==> config.mk <==
export PLATFORM = sky130hd
export DESIGN_NAME = device_mode_status_regs
export DESIGN_NICKNAME = d
export VERILOG_FILES = /design/src/devparam_pkg.sv /design/src/device_mode_status_regs.sv
export SDC_FILE = /design/constraint.sdc
export NUM_CORES = 1
export LEC_CHECK = 0
export BUFFER_PORTS_ARGS = -buffer_cell sky130_fd_sc_hd__buf_2
export CORE_ASPECT_RATIO = 1.5
export CORE_MARGIN = 1.5
export CORE_UTILIZATION = 35
export DETAILED_ROUTE_END_ITERATION = 10
export REMOVE_ABC_BUFFERS = 1
export SETUP_SLACK_MARGIN = 0.2
export SLEW_MARGIN = 10
export SYNTH_ARGS = -nofsm -noshare
export SYNTH_HDL_FRONTEND = slang
export SYNTH_SLANG_ARGS = --single-unit
==> constraint.sdc <==
create_clock -name CLK -period 4.7 [get_ports CLK]
set_input_delay 0.705 -clock CLK [delete_from_list [all_inputs] [get_ports CLK]]
set_output_delay 0.705 -clock CLK [all_outputs]
set_load 0.005 [all_outputs]
==> src/devparam_pkg.sv <==
/*
  Package for the general device parameter register bank: register
  numbers, mode codes, status bit positions, reset values.
  Assumes nothing of its surroundings.
*/
package devparam_pkg;
  localparam logic [15:0] REG_OPERATING_MODE = 16'h0001;
  localparam logic [15:0] REG_STATUS_LOW = 16'h0002;
  localparam logic [15:0] REG_STATUS_HIGH = 16'h0003;
  localparam logic [15:0] REG_SLAVE_ADDRESS = 16'h0004;
  localparam logic [15:0] MODE_RUN_A = 16'h0000;
  localparam logic [15:0] MODE_RUN_B = 16'h0001;
  localparam logic [15:0] MODE_FACTORY_RESET = 16'h0002;
  localparam logic [15:0] MODE_MODULE_RESET = 16'h0003;
  localparam logic [15:0] MODE_RESET_VALUE = 16'h0000;
  localparam logic [7:0] ADDR_MIN = 8'h01;
  localparam logic [7:0] ADDR_MAX = 8'hF7;
  localparam logic [7:0] ADDR_DEFAULT = 8'h01;
  localparam int ST_FIELDBUS_RUN = 0;
  localparam int ST_SHIFT_MASTER_RUN = 1;
  localparam int ST_SYNC_MAP_ERR = 2;
  localparam int ST_PORT_MAP_ERR = 3;
  localparam int ST_FIELDBUS_MAP_ERR = 4;
  localparam int ST_SHIFT_CFG_ERR = 5;
  localparam int ST_PORT_CFG_ERR = 6;
  localparam int ST_FIELDBUS_CFG_ERR = 7;
  localparam int ST_EXT_MAP_ERR = 14;
  localparam int ST_SCRIPT_RUN = 15;
  localparam int ST_SCRIPT_ERR = 16;
  localparam logic [31:0] STATUS_RESERVED_MASK = 32'hFFFE3F00;
endpackage : devparam_pkg

==> src/device_mode_status_regs.sv <==
/*
  General device parameter registers: operating mode, 32-bit module
  status as two words, persistent slave address for the serial data port.
  Assumes a protocol engine on CLK that issues single-cycle register
  reads and writes, a persistent store that loads and saves the address,
  and status inputs from the rest of the module.
*/
`timescale 1ns/1ns
`default_nettype none
module device_mode_status_regs
  import devparam_pkg::*;
(
  // clock, reset, enable
  input wire logic CLK,
  input wire logic RESET_N,
  input wire logic CLK_EN,
  // register access
  input wire logic REG_WR,
  input wire logic REG_RD,
  input wire logic [15:0] REG_ADDR,
  input wire logic [15:0] REG_WDATA,
  output logic [15:0] REG_RDATA,
  output logic REG_ACK,
  output logic REG_ERR,
  // persistent store
  input wire logic STORE_VALID,
  input wire logic [7:0] STORE_ADDRESS,
  output logic STORE_SAVE,
  output logic [7:0] STORE_SAVE_ADDRESS,
  output logic FACTORY_RESTORE,
  // module reset control
  output logic MODULE_RESET,
  output logic INIT_ACTIVE,
  input wire logic INIT_DONE,
  // status sources
  input wire logic FIELDBUS_RUN,
  input wire logic SHIFT_MASTER_RUN,
  input wire logic SYNC_MAP_ERR,
  input wire logic PORT_MAP_ERR,
  input wire logic FIELDBUS_MAP_ERR,
  input wire logic SHIFT_CFG_ERR,
  input wire logic PORT_CFG_ERR,
  input wire logic FIELDBUS_CFG_ERR,
  input wire logic EXT_MAP_ERR,
  input wire logic SCRIPT_RUN,
  input wire logic SCRIPT_ERR,
  // request frame filter
  input wire logic FRAME_FIRST_VALID,
  input wire logic [7:0] FRAME_FIRST_BYTE,
  output logic FRAME_ACCEPT,
  output logic [7:0] ACTIVE_ADDRESS
);
  typedef enum logic [1:0] {ST_INIT, ST_RUN, ST_RESTORE, ST_RESET} phase_e;

  phase_e phase;
  logic [15:0] operating_mode;
  logic [7:0] serial_slave_address;
  logic shift_cfg_err_latched;
  logic script_err_sticky;
  logic [31:0] status_word;

  // decode
  wire hit_mode = REG_ADDR == REG_OPERATING_MODE;
  wire hit_low = REG_ADDR == REG_STATUS_LOW;
  wire hit_high = REG_ADDR == REG_STATUS_HIGH;
  wire hit_addr = REG_ADDR == REG_SLAVE_ADDRESS;
  wire mapped = hit_mode | hit_low | hit_high | hit_addr;
  wire req = CLK_EN & (REG_WR | REG_RD) & phase == ST_RUN;
  wire mode_ok = REG_WDATA <= MODE_MODULE_RESET;
  wire addr_ok = REG_WDATA[15:8] == 8'h00 && REG_WDATA[7:0] >= ADDR_MIN && REG_WDATA[7:0] <= ADDR_MAX;
  wire wr_mode = req & REG_WR & hit_mode & mode_ok;
  wire wr_addr = req & REG_WR & hit_addr & addr_ok;
  wire bad_wr = REG_WR & ((hit_mode & ~mode_ok) | (hit_addr & ~addr_ok) | hit_low | hit_high);
  wire go_restore = wr_mode & REG_WDATA == MODE_FACTORY_RESET;
  wire go_reset = wr_mode & REG_WDATA == MODE_MODULE_RESET;
  // a corrupt stored value is ignored, the last good copy stays
  wire store_ok = STORE_ADDRESS >= ADDR_MIN && STORE_ADDRESS <= ADDR_MAX;
  wire store_load = phase == ST_INIT && STORE_VALID && store_ok;
  // same-edge value, so even a one-cycle init picks up the stored address
  wire [7:0] init_address = store_load ? STORE_ADDRESS : serial_slave_address;

  // status assembly, reserved bits zero
  always_comb
  begin
    status_word = 32'h00000000;
    status_word[ST_FIELDBUS_RUN] = FIELDBUS_RUN;
    status_word[ST_SHIFT_MASTER_RUN] = SHIFT_MASTER_RUN;
    status_word[ST_SYNC_MAP_ERR] = SYNC_MAP_ERR;
    status_word[ST_PORT_MAP_ERR] = PORT_MAP_ERR;
    status_word[ST_FIELDBUS_MAP_ERR] = FIELDBUS_MAP_ERR;
    status_word[ST_EXT_MAP_ERR] = EXT_MAP_ERR;
    status_word[ST_SHIFT_CFG_ERR] = shift_cfg_err_latched;
    status_word[ST_PORT_CFG_ERR] = PORT_CFG_ERR;
    status_word[ST_FIELDBUS_CFG_ERR] = FIELDBUS_CFG_ERR;
    status_word[ST_SCRIPT_RUN] = SCRIPT_RUN;
    status_word[ST_SCRIPT_ERR] = script_err_sticky;
  end

  // read mux; little endian storage is invisible at word granularity
  wire [15:0] next_rdata = hit_mode ? operating_mode :
                           hit_low ? status_word[15:0] :
                           hit_high ? status_word[31:16] :
                           hit_addr ? {8'h00, serial_slave_address} : 16'h0000;

  // phase sequencing
  always_ff @(posedge CLK or negedge RESET_N)
  begin
    if (!RESET_N)
      phase <= ST_INIT;
    else if (CLK_EN)
    begin
      case (phase)
        ST_INIT: if (INIT_DONE) phase <= ST_RUN;
        ST_RUN: if (go_restore) phase <= ST_RESTORE; else if (go_reset) phase <= ST_RESET;
        ST_RESTORE: phase <= ST_RESET;
        ST_RESET: phase <= ST_INIT;
        default: phase <= ST_INIT;
      endcase
    end
  end

  // operating mode; returns to run after each module reset
  always_ff @(posedge CLK or negedge RESET_N)
  begin
    if (!RESET_N)
      operating_mode <= MODE_RESET_VALUE;
    else if (CLK_EN)
    begin
      if (phase == ST_RESET)
        operating_mode <= MODE_RESET_VALUE;
      else if (wr_mode)
        operating_mode <= REG_WDATA;
    end
  end

  // stored address: software copy, saved to persistent store
  always_ff @(posedge CLK or negedge RESET_N)
  begin
    if (!RESET_N)
      serial_slave_address <= ADDR_DEFAULT;
    else if (CLK_EN)
    begin
      if (phase == ST_RESTORE)
        serial_slave_address <= ADDR_DEFAULT;
      else if (store_load)
        serial_slave_address <= STORE_ADDRESS;
      else if (wr_addr)
        serial_slave_address <= REG_WDATA[7:0];
    end
  end

  // active address: loaded only at the end of initialisation
  always_ff @(posedge CLK or negedge RESET_N)
  begin
    if (!RESET_N)
      ACTIVE_ADDRESS <= ADDR_DEFAULT;
    else if (CLK_EN && phase == ST_INIT && INIT_DONE)
      ACTIVE_ADDRESS <= init_address;
  end

  // bit 5 frozen outside init so late errors cannot show
  always_ff @(posedge CLK or negedge RESET_N)
  begin
    if (!RESET_N)
      shift_cfg_err_latched <= 1'b0;
    else if (CLK_EN && phase == ST_INIT)
      shift_cfg_err_latched <= SHIFT_CFG_ERR;
  end

  // script error holds until a module reset
  always_ff @(posedge CLK or negedge RESET_N)
  begin
    if (!RESET_N)
      script_err_sticky <= 1'b0;
    else if (CLK_EN)
    begin
      if (SCRIPT_ERR)
        script_err_sticky <= 1'b1;
      else if (phase == ST_RESET)
        script_err_sticky <= 1'b0;
    end
  end

  // bus answers and store strobes
  always_ff @(posedge CLK or negedge RESET_N)
  begin
    if (!RESET_N)
    begin
      REG_RDATA <= 16'h0000;
      REG_ACK <= 1'b0;
      REG_ERR <= 1'b0;
      STORE_SAVE <= 1'b0;
      STORE_SAVE_ADDRESS <= ADDR_DEFAULT;
      FRAME_ACCEPT <= 1'b0;
    end
    else if (CLK_EN)
    begin
      REG_ACK <= req;
      REG_ERR <= req & (~mapped | bad_wr);
      if (req & REG_RD)
        REG_RDATA <= next_rdata;
      STORE_SAVE <= wr_addr | phase == ST_RESTORE;
      if (wr_addr)
        STORE_SAVE_ADDRESS <= REG_WDATA[7:0];
      else if (phase == ST_RESTORE)
        STORE_SAVE_ADDRESS <= ADDR_DEFAULT;
      FRAME_ACCEPT <= FRAME_FIRST_VALID && FRAME_FIRST_BYTE == ACTIVE_ADDRESS && phase == ST_RUN;
    end
  end

  assign FACTORY_RESTORE = phase == ST_RESTORE;
  assign MODULE_RESET = phase == ST_RESET;
  assign INIT_ACTIVE = phase == ST_INIT;
endmodule : device_mode_status_regs
`default_nettype wire

==> results of run 1 <==
## registers in the layout (all words and copies together) (netlist names)
register,cells
ACTIVE_ADDRESS,8
FRAME_ACCEPT,1
REG_ACK,1
REG_ERR,1
REG_RDATA,16
STORE_SAVE,1
STORE_SAVE_ADDRESS,8
operating_mode,16
phase,2
script_err_sticky,1
serial_slave_address,8
shift_cfg_err_latched,1
## power by group through the flow
stage	logic, uW	registers, uW	clock network [uW]
floorplan	341	743	0
global placement	524	766	0
detailed placement	534	772	0
CTS	537	763	614
global route	596	772	637
finish	533	762	607
## through the flow
stage | util [%] | instance area, um2 | setup WS (ns) | instances
floorplan | - | 3150 | 2.23 | 305
global placement | 43.1 | 3820 | 1.65 | 521
detailed placement | 43.1 | 3820 | 1.59 | 521
CTS | 46.2 | 4100 | 1.94 | 537
global route | 46.2 | 4100 | 1.75 | 537
finish | 46.2 | 4100 | 1.96 | 537
## final timing paths
path / start / to / slack (ns) / depth (start not counted)
max in group asynchronous: RESET_N / REG_RDATA[9]$_DFFE_PN0P_ / 3.43 / 2
min: RESET_N / STORE_SAVE_ADDRESS[4]$_DFFE_PN0P_ / 0.33 / 1
min reg2reg: REG_RDATA[12]$_DFFE_PN0P_ / REG_RDATA[12]$_DFFE_PN0P_ / 0.46 / 2
max: REG_ADDR[10] / operating_mode[5]$_DFFE_PN0P_ / 1.96 / 6
max reg2reg: phase[0]$_DFFE_PN0P_ / serial_slave_address[0]$_DFFE_PN1P_ / 2.30 / 5
min in group CLK: REG_RDATA[12]$_DFFE_PN0P_ / REG_RDATA[12]$_DFFE_PN0P_ / 0.46 / 2
## synthesized netlist by cell type, drive strengths merged (3+ instances only)
cell / count
clkbuf: 11
nand2: 35
xnor2: 4
mux2: 4
nor2: 12
nand4: 5
and2: 16
a221oi: 11
or4: 3
inv: 15
buf: 5
o31ai: 7
a21oi: 5
nor4: 11
ha: 4
o22ai: 3
nand3: 29
o21ai: 34
xor2: 4
dfrtp: 61
dfstp: 3
mux2i: 17
## cell type report
cell class / instances / area (um2) / share of cell area, %
clock buffers: 11 / 243 / 5.92
clock inverters: 5 / 32.5 / 0.793
inverters: 15 / 56.3 / 1.37
multi-input cells: 226 / 1490 / 36.4
flip-flops and latches: 64 / 1610 / 39.2
well taps: 110 / 138 / 3.36
repair buffers: 106 / 533 / 13.0
## worst register-to-register path: stages (launching register included)
cell	delay, ns
dfrtp_1	0.41
inv_1	0.13
ha_1	0.33
and4_1	0.81
mux2_2	0.42
o31a_1	0.23
## cell families (layout without fill, tap and decap cells)
kind of cell	after synthesis	count (layout)
buffers and inverters	31	137
adders and majority gates	4	4
and+or+nand+nor	123	123
AOI/OAI and AO/OA	70	70
muxes	21	21
xor gates and xnor gates	8	8
DFF	64	64
## metal layers
metal	share of wire [%]	GRT usage (%)	routed length [um]	vias to the layer above
met3	5.3	3.25	471	17
met2	51	31.8	4600	81
met4	2.4	10.6	212	0
met5	0	0	0	-
met1	41	22.8	3670	1357
li1	-	-	-	1376
==> run summary, run 1 <==
Summing the areas of all xor and xnor instances in the mapped netlist gives 2.17% of the synthesized area. The post-synthesis cell type with the largest combined area was dfrtp_1. Kind of critical path: in2reg.

Based on the critical path, the design can be clocked at up to 365 MHz. The count of pins over their slew limit is 0. From synthesis to final layout, the design area changed by 27.2%. The final critical path time including I/O delays and setup was 2.74 ns; the average via count per standard cell was 5.27.

The floorplan step set the die width to 81.4 um. The number of hold buffers added after CTS was 0. Row generation in the floorplan step produced 42 rows.

For the number of maximum-capacitance constraint violations, the log shows 0. The area share of the largest cell type after synthesis is 47.3%, and the post-synth design cell area is 3220 um2. The compound-gate portion of the synthesized area was 14.9%.

The tools report the fraction of power consumed by sequential logic as 40.1%. The fraction of layout instances using a drive strength above 1 is 33.0%. Entering global routing, the biggest net connects 45 pins. Clock-pin slew was measured on the worst setup and hold paths at 0.06 ns. The region available for standard cell placement spans 8880 um2. The run gives 0 as the initial antenna violation count. The CTS root buffer was clkbuf_16. The net count of the finished layout is 493. Of the post-synthesis cell area, the part taken by muxes is 6.67%.

The tools report the number of clock sinks as 64. The net switching fraction of the power works out to 33.1%. The clock passes through at most 2 buffers. STA puts the critical path data required time at 4.92 ns. STA classifies the critical path endpoint as a register.

By area the synthesized netlist is led by dfrtp_1 (47%), mux2i_1 (5.3%), o21ai_0 (5.3%), nand3_1 (4.5%), nand2_1 (4.1%). The clock arrives with 0.00486 ns of skew. The logs give 3 for the CTS H-tree depth and 631 uW for the net switching power figure. Setup violations remaining at the end of the flow were counted as 0. Data on the critical path arrives at its endpoint at 2.96 ns. Number of global-route vias before repair: 2,723. The class of the worst hold path is in2async. Setup repair after global routing left no endpoint under its margin.

The tools report the kind of start point of the critical path as an input pin. The logs give 0 for the post-CTS resize count and 0.33 ns for the source-to-sink clock delay at the later pin of the worst-skew pair. The synthesized netlist devotes 1.55% of its cell area to adder and majority cells. The total half-perimeter wirelength after legalization and detailed placement is 6700 um, and the vertical extent of the die is 121 um. The detailed-route via count was 2,831. The filler cells instantiated in the layout total 899. TritonCTS built the clock tree.

For the total global-route track usage, the log shows 19.1%. The total of warnings raised by yosys was 0; the simple-gate area share of the yosys netlist was 21.0%. The tools report the normalized max-slew margin as 44.0%. The fraction of registers with async set or reset after synthesis works out to 100%. The repair_antennas step left the layout with diodes totalling 0. The post-CTS setup-driven buffer insertion count was 0. The detail route stage leaves a number of antenna-violating nets equal to 0.

Dividing the final minimum period by the clock period gives 58.4%. The prevailing post-synth register cell is dfrtp_1. After synthesis, the mean cell area works out to 10.0 um2. Summed over all layers, the global routing overflow is 0. Summed over all failing endpoints, the final setup total negative slack is 0 ns.

Count of input and output buffers: 105. For this design the static power due to leakage is 0.00200 uW. Wire length of the first global-routing pass: 13,700 um. The buffering stage count on the worst path with inverters included is 1. Once the floorplan was initialized, standard cells occupied 36.3% of the core.

The top cell types in the final layout, fill and taps aside, are buf_2 (105), dfrtp_1 (61), nand2_1 (35), o21ai_0 (34), nand3_1 (29). The clock network burns 31.9% of the power. Total internal power: 1270 uW. Traced cell by cell, the critical path runs through buf_2 -> nor4_1 -> nand4_1 -> nor3_1 -> a21oi_1 -> and2_1.

The run gives 197 as the number of violations reported at the end of detailed-routing iteration 0. Combinational logic burns 28.0% of the power. The run finished with clean final reports. Power spread over the standard cell area amounts to 464 nW/um2.

In the routed design, unresolved DRC markers number 0. The congestion estimate from routability-driven global placement came to 0.846. The flop and latch count out of synthesis is 64. The maximum cell stage delay along the critical path came out at 0.58 ns. The hold violation count in the final report came out at 0. The proportion of synthesized chip area in sequential cells came out at 49.8%. Counting distinct cell types in the post-synthesis netlist gives 45. Cell class contributing the biggest share of worst-path delay: simple AND/OR/NAND/NOR gates.

In this run the worst path has a maximum fanout of 14. Number of enable flip-flop cells after synthesis: 0. By area, the combinational part of the netlist is dominated by simple AND/OR/NAND/NOR gates. In the synthesized netlist, the number of instances is 321. Total power for the finished layout comes to 1900 uW. At the pin with the least slew margin, the transition time is 0.840 ns.

The library cell used most frequently in the layout, excluding fill and tap cells, is buf_2. Counting the buffers created by CTS gives 9. Hold timing on the final database bottoms out at a slack of 0.329 ns. Summed over all layers, the routed wires come to 8950 um.

The worst-case IR drop observed on VDD is 0.251 mV. The die covers 9810 um2. The slowest library cell on the worst path was nor3_1. The average routed wire per standard cell works out to 16.7 um.

Pin placement for this block handled 106 I/O pins. First-pass detailed-route iteration total: 4.
No activity file was read; power rests on OpenSTA's default activity.
==> inputs of run 2 (changes only) <==
- clock period: 4.7 -> 2.9 ns (I/O delays scaled with it)
==> run 2 against run 1 <==
Routed wire length rose by 0.35%; clock-buffer cell count is the same; combinational power increased by 68%; critical path type is now reg2reg; worst hold slack got worse by 0.24 ns; setup slack lost 1.3 ns; core utilization is 1.1 points higher; largest power group unchanged; sequential share of layout area down 0.93 points; global-route usage increased by 0.27 points; highest routed layer unchanged; final cell count increased by 1.3%; die area unchanged; sequential cell count is the same.
==> run summary, run 2 (synthesized netlist as in run 1, its figures left out) <==
TritonCTS built the clock tree. Per report_power, the combinational group accounts for 27.4% of the total. The number of clock buffers inserted by TritonCTS is 9. Routability-driven placement finished with a final weighted congestion of 0.827. The normalized max-slew margin was 47.8%; the post-CTS resize count was 0. 106 I/O pins were placed.

The area of the die is 9810 um2. Maximum fanout along the worst path: 14. The startpoint of the worst register-to-register path was phase[1]$_DFFE_PN0P_. The final total power is 3270 uW, and the average via count per standard cell is 5.21. In this run, post-CTS hold repair placed 0 buffers. The number of antenna diodes in the final layout is 0.

Power spread over the standard cell area amounts to 778 nW/um2. Setup repair after global routing left no endpoint under its margin. The wire length reported by the detailed router came out at 8980 um.

The logs give 0.00205 uW for the leakage power of the design and 36.3% for the effective utilization at floorplan. The count of final setup violators is 0. The flow ran to the end, and the final reports show no timing, DRC or antenna violations.

For the fraction of power consumed by sequential logic, the log shows 37.4%. Compared with the post-synthesis result, the final layout area differs by 30.3%. The worst supply voltage drop on vdd is 0.455 mV, and the initial antenna violation count is 0. Registers take 1610 um2.

STA classifies the critical path startpoint as a register. Entering global routing, the biggest net connects 29 pins. The average routed wire per standard cell is 16.5 um. Source-to-sink clock delay at the later pin of the worst-skew pair: 0.33 ns.

Counting the fill cells in the layout gives 878. In the final layout, the share of cells above drive strength 1 is 34.1%. At the worst endpoint, the arrival time is 2.41 ns. The floorplan step set the die height to 121 um. The internal power of the cells totals 2260 uW.

The logs give 2,774 for the number of global-route vias before repair and 1490 um2 for the footprint of the multi-input gates. Across all register-to-register paths, the minimum setup slack is 0.70 ns. The origin of the worst setup path was phase[1]$_DFFE_PN0P_. The final critical path time including I/O delays and setup is 2.20 ns, and the final global-route overflow total is 0. For the hold violation count in the final report, the log shows 0.

Based on the critical path, the design can be clocked at up to 454 MHz. The detail route stage leaves a number of antenna-violating nets equal to 0. In this run the deepest clock path goes through 2 buffers.

The detailed-route via count came out at 2,836. Of the available clock period, the critical path in the final layout requires 75.9%. The number of clock sinks is 64, and the first-pass detailed-route iteration total is 4.

The logs give 0 ns for the post-route setup TNS and 0 for the post-CTS setup-driven buffer insertion count. The tools report the CTS root buffer as clkbuf_16. The die is 81.4 um wide. The net switching power figure was 1010 uW; the share of total power in the clock network was 35.2%. The critical path is of the reg2reg type. The worst setup path is captured at a register. After detailed routing, the number of remaining DRC violations is 0. The worst hold path belongs to the class in2async. For the pin with the worst max-slew slack, the measured transition is 0.783 ns. The logs give 544 for the number of non-filler instances in the completed layout and 19.4% for the total global-route track usage.

In this run the core area contains 42 standard-cell rows. Leaving out fill and tap cells, the most frequent cell in the layout is buf_2. The library cells used most frequently in the layout, excluding fill and tap cells, are buf_2 (105), dfrtp_1 (61), nand2_1 (35), o21ai_0 (34), nand3_1 (29). In this run, placement finished with an instance count of 528. The first routing iteration left 219 violations. Summed over all nets, the half-perimeter wirelength after detailed placement is 6840 um. The net count of the finished layout is 500.

In this run switching power makes up 31.0% of total power. The largest registers in the layout are REG_RDATA x16, operating_mode x16. The wire length of the first global-routing pass was 14,000 um; the count of input and output buffers was 105.

The post-CTS clock slew at the launch and capture registers of the worst setup and hold paths came out at 0.05 ns. The count of pins over their slew limit was 0. In this run the standard cell core region covers 8880 um2.

Across the run, the number of max-cap violations was 0. Depth of the most critical reg-to-reg path: 6. The run gives 0.00535 ns as the largest clock skew in the final design. For the worst setup path, the data required time is 3.11 ns. In this run the critical register-to-register path is captured at operating_mode[13]$_DFFE_PN0P_. The CTS H-tree depth is 3.
-- run 2: changes by cell type in the layout (fill, tap and decap cells not counted) --
cell and change:
clkinv_2 -1, buf_4 +7, clkinvlp_4 -1, bufinv_16 +2
-- run 2: worst max path at each step --
stage / end / slack [ns] / cells past startpoint
after global routing: operating_mode[11]$_DFFE_PN0P_ / 0.47 / 6
after global placement: REG_ERR$_DFFE_PN0P_ / 0.61 / 6
after CTS: operating_mode[13]$_DFFE_PN0P_ / 0.72 / 6
final: operating_mode[13]$_DFFE_PN0P_ / 0.70 / 6
after floorplan: serial_slave_address[0]$_DFFE_PN1P_ / 0.70 / 5
after detailed placement: operating_mode[13]$_DFFE_PN0P_ / 0.56 / 6
-- run 2: critical path, stage by stage, from the launching register on --
cell,delay [ns]
dfrtp_1,0.41
inv_1,0.11
ha_1,0.32
nand3_1,0.22
nor3_1,0.47
a21oi_1,0.29
and2_1,0.27
-- run 2: layer usage --
metal	track usage [%]	wire (um)
met3	2.57	377
met5	0	0
met4	10.3	285
met1	23.7	3740
met2	32.2	4580
-- run 2: layout make-up --
type	count	share of cell area, %
inverters	15	1.34
repair buffers	113	13.9
clock inverters	5	1.91
flip-flops and latches	64	38.2
clock buffers	11	5.78
well taps	110	3.28
multi-input cells	226	35.5
-- run 2: power groups by stage --
| stage | registers, uW | logic, uW | clock network (uW) |
|---|---|---|---|
| after detailed placement | 1240 | 897 | 0 |
| after global routing | 1240 | 1000 | 1220 |
| final | 1220 | 894 | 1150 |
| after CTS | 1230 | 901 | 1170 |
| after global placement | 1230 | 883 | 0 |
| after floorplan | 1200 | 553 | 0 |
-- run 2: metrics by stage --
stage               hold WS (ns)  area (um2)  util [%]  setup slack [ns]
finish                    0.0925        4200      47.3             0.698
global route               0.150        4200      47.3             0.469
CTS                        0.114        4200      47.3             0.716
detailed placement         0.455        3880      43.7             0.559
global placement           0.448        3880      43.7             0.610
floorplan                  0.139        3150         -             0.704
==> inputs of run 3 (changes only) <==
- clock period: 2.9 -> 1.85 ns (I/O delays scaled with it)
==> run 3 against run 2 <==
Clock-buffer cell count is the same; critical path depth grew 2; non-clock buffer count grew 41; sequential cell count is the same; clock skew grew 0.0021 ns; sequential power grew 57%; routed wire length grew 5.4%; die area is the same; core utilization grew 5.5 points; global-route usage grew 0.42 points; via count grew 6.6%.
==> run summary, run 3 (synthesized netlist as in run 1, its figures left out) <==
Most frequent standard cell in the layout excluding fill and tap cells: buf_2. Count of pins over their slew limit: 0. For this run, design rule violations remaining after detail routing come to 0. The signal on the critical path passes through inv_2 -> ha_4 -> buf_6 -> nand2b_4 -> nand3_4 -> nor4_4 -> mux2_4 -> nor2_2.

The tools report the kind of start point of the critical path as a register. Buffers inserted during clock tree synthesis total 9. The vertical extent of the die was 121 um; the number of clock sinks was 64. The setup slack of the critical path after layout came out at 0.133 ns. The maximum cell stage delay along the critical path was 0.39 ns; the area of the die was 9810 um2.

The horizontal extent of the die is 81.4 um, and the buffering stage count on the worst path with inverters included is 2. The top cell types in the final layout, fill and taps aside, are buf_2 (102), dfrtp_1 (61), buf_4 (41), nand2_1 (34), o21ai_0 (34). The flow ran to the end, and the final reports show no timing, DRC or antenna violations.

Placer congestion estimate: 0.901. During placement, the flow inserted port buffers numbering 105. 0 antenna diodes ended up in the layout. The hold violation count in the final report came out at 0. The area growth from synthesis to layout is 45.3%.

The core region area was 8880 um2; the post-CTS clock slew at the launch and capture registers of the worst setup and hold paths was 0.05 ns. Dividing the final minimum period by the clock period gives 92.8%. For the number of nets in the finished design, the log shows 541. The class of the worst hold path was in2reg. For this design the top-level I/O count stands at 106.

The normalized max-slew margin was 67.8%. Of the cells placed in the final design, the portion with a size suffix greater than 1 is 44.2%. The number of non-filler instances in the completed layout is 583. The critical path is of the reg2reg type. The average routed wire per standard cell works out to 16.2 um. The tools report the final total power as 5340 uW. The tree is rooted in a clkbuf_16.

The H-tree was split into 3 levels. The count of nets left with antenna violations once routing finished came out at 0. Initial antenna violation count: 0.

Fill cells in the final layout number 832. The final critical path time including I/O delays and setup came out at 1.72 ns. The category of the worst setup path capture point was a register. The leakage power of the design came out at 0.00229 uW.

The number of global-route vias before repair was 3,020; the total power density per cell area was 1140 nW/um2. Of all nets on the critical path, the largest fanout is 4. The cell class contributing the biggest share of worst-path delay is simple AND/OR/NAND/NOR gates. Setup repair after global routing could not meet its margin everywhere.

The floorplan has 42 rows. The largest individual stage delay along the critical path comes from the cell dfrtp_1. STA puts the critical path data required time at 2.12 ns.

The detailed-route via count was 3,024. The first global-routing pass estimated 14,500 um of wire. Critical path data arrival time: 1.99 ns.

The largest registers in the layout are REG_RDATA x16, operating_mode x16. The actual slew at the worst max-slew pin came out at 0.483 ns. The logs give 582 MHz for the maximum operating frequency and 36.3% for the effective utilization at floorplan.

The average via count per standard cell is 5.19, and the total half-perimeter wirelength after legalization and detailed placement is 6960 um. TritonCTS built the clock tree. Summed over all layers, the routed wires come to 9470 um.

For the maximum root-to-sink buffer count, the log shows 2. The number of violations reported at the end of detailed-routing iteration 0 is 191, and the number of maximum-capacitance constraint violations is 0. The first detailed-routing pass ran for 4 iterations. Across every metal layer, demand over resource in global routing totals 19.8%. The tools report the source-to-sink clock delay at the later pin of the worst-skew pair as 0.33 ns. For the final global-route overflow total, the log shows 0.

Including well taps, the total number of placed cells is 558. The run gives 0.629 mV as the worst supply voltage drop on vdd. Entering global routing, the biggest net connects 65 pins. Setup violations remaining at the end of the flow were counted as 0. Before CTS, the worst setup slack after placement is -0.199 ns.

Between clock sinks in the finished design, the worst skew comes to 0.00742 ns.
## run 3: changes by cell type in the layout (fill, tap and decap cells not counted), moves of 4 or more
cell	change
nand3_1	-4
buf_4	+33
ha_1	-4
buf_6	+7
## run 3: per-layer routing
metal,vias to the layer above,wire (um),global-route usage (%)
li1,1463,-,-
met1,1457,3640,23.7
met2,91,5140,32.9
met3,13,460,3.62
met4,0,225,10.6
met5,-,0,0
## run 3: per-stage QoR
step,setup TNS [ns],cell area [um2],utilization (%),hold slack (ns)
finish,0,4690,52.8,0.174
global route,0,4690,52.8,0.177
CTS,0,4460,50.2,0.170
detailed placement,-5.10,4130,46.5,0.320
global placement,-4.80,4130,46.5,0.313
floorplan,-1.69,3150,-,-0.0181
## run 3: worst paths after layout
path / from / end / slack, ns / cells after the start
max in group asynchronous: RESET_N / ACTIVE_ADDRESS[0]$_DFFE_PN1P_ / 1.03 / 3
min: SCRIPT_ERR / script_err_sticky$_DFFE_PN0P_ / 0.17 / 2
min in group asynchronous: RESET_N / STORE_SAVE_ADDRESS[4]$_DFFE_PN0P_ / 0.49 / 3
max: phase[0]$_DFFE_PN0P_ / phase[0]$_DFFE_PN0P_ / 0.13 / 8
max reg2reg: phase[0]$_DFFE_PN0P_ / phase[0]$_DFFE_PN0P_ / 0.13 / 8
min reg2reg: REG_RDATA[13]$_DFFE_PN0P_ / REG_RDATA[13]$_DFFE_PN0P_ / 0.46 / 2
## run 3: repair_timing
action | in CTS | in global routing
hold buffers | 1 | 0
pin swaps | 8 | 15
endpoints found under the setup margin | 40 | 48
setup buffers | 1 | 9
endpoints found under the hold margin | 61 | 0
resized for setup | 13 | 29
## run 3: cell type report
cell class	count	area (um2)	area share (%)
multi-input cells	226	1660	35.4
flip-flops and latches	64	1610	34.3
repair buffers	154	967	20.6
clock buffers	11	243	5.18
well taps	110	138	2.94
inverters	15	56.3	1.20
clock inverters	3	20.0	0.427
## run 3: power breakdown
group          internal, uW  switching (uW)
Clock                   923             576
Sequential             1690             237
Combinational           975             944
Total                  3590            1760
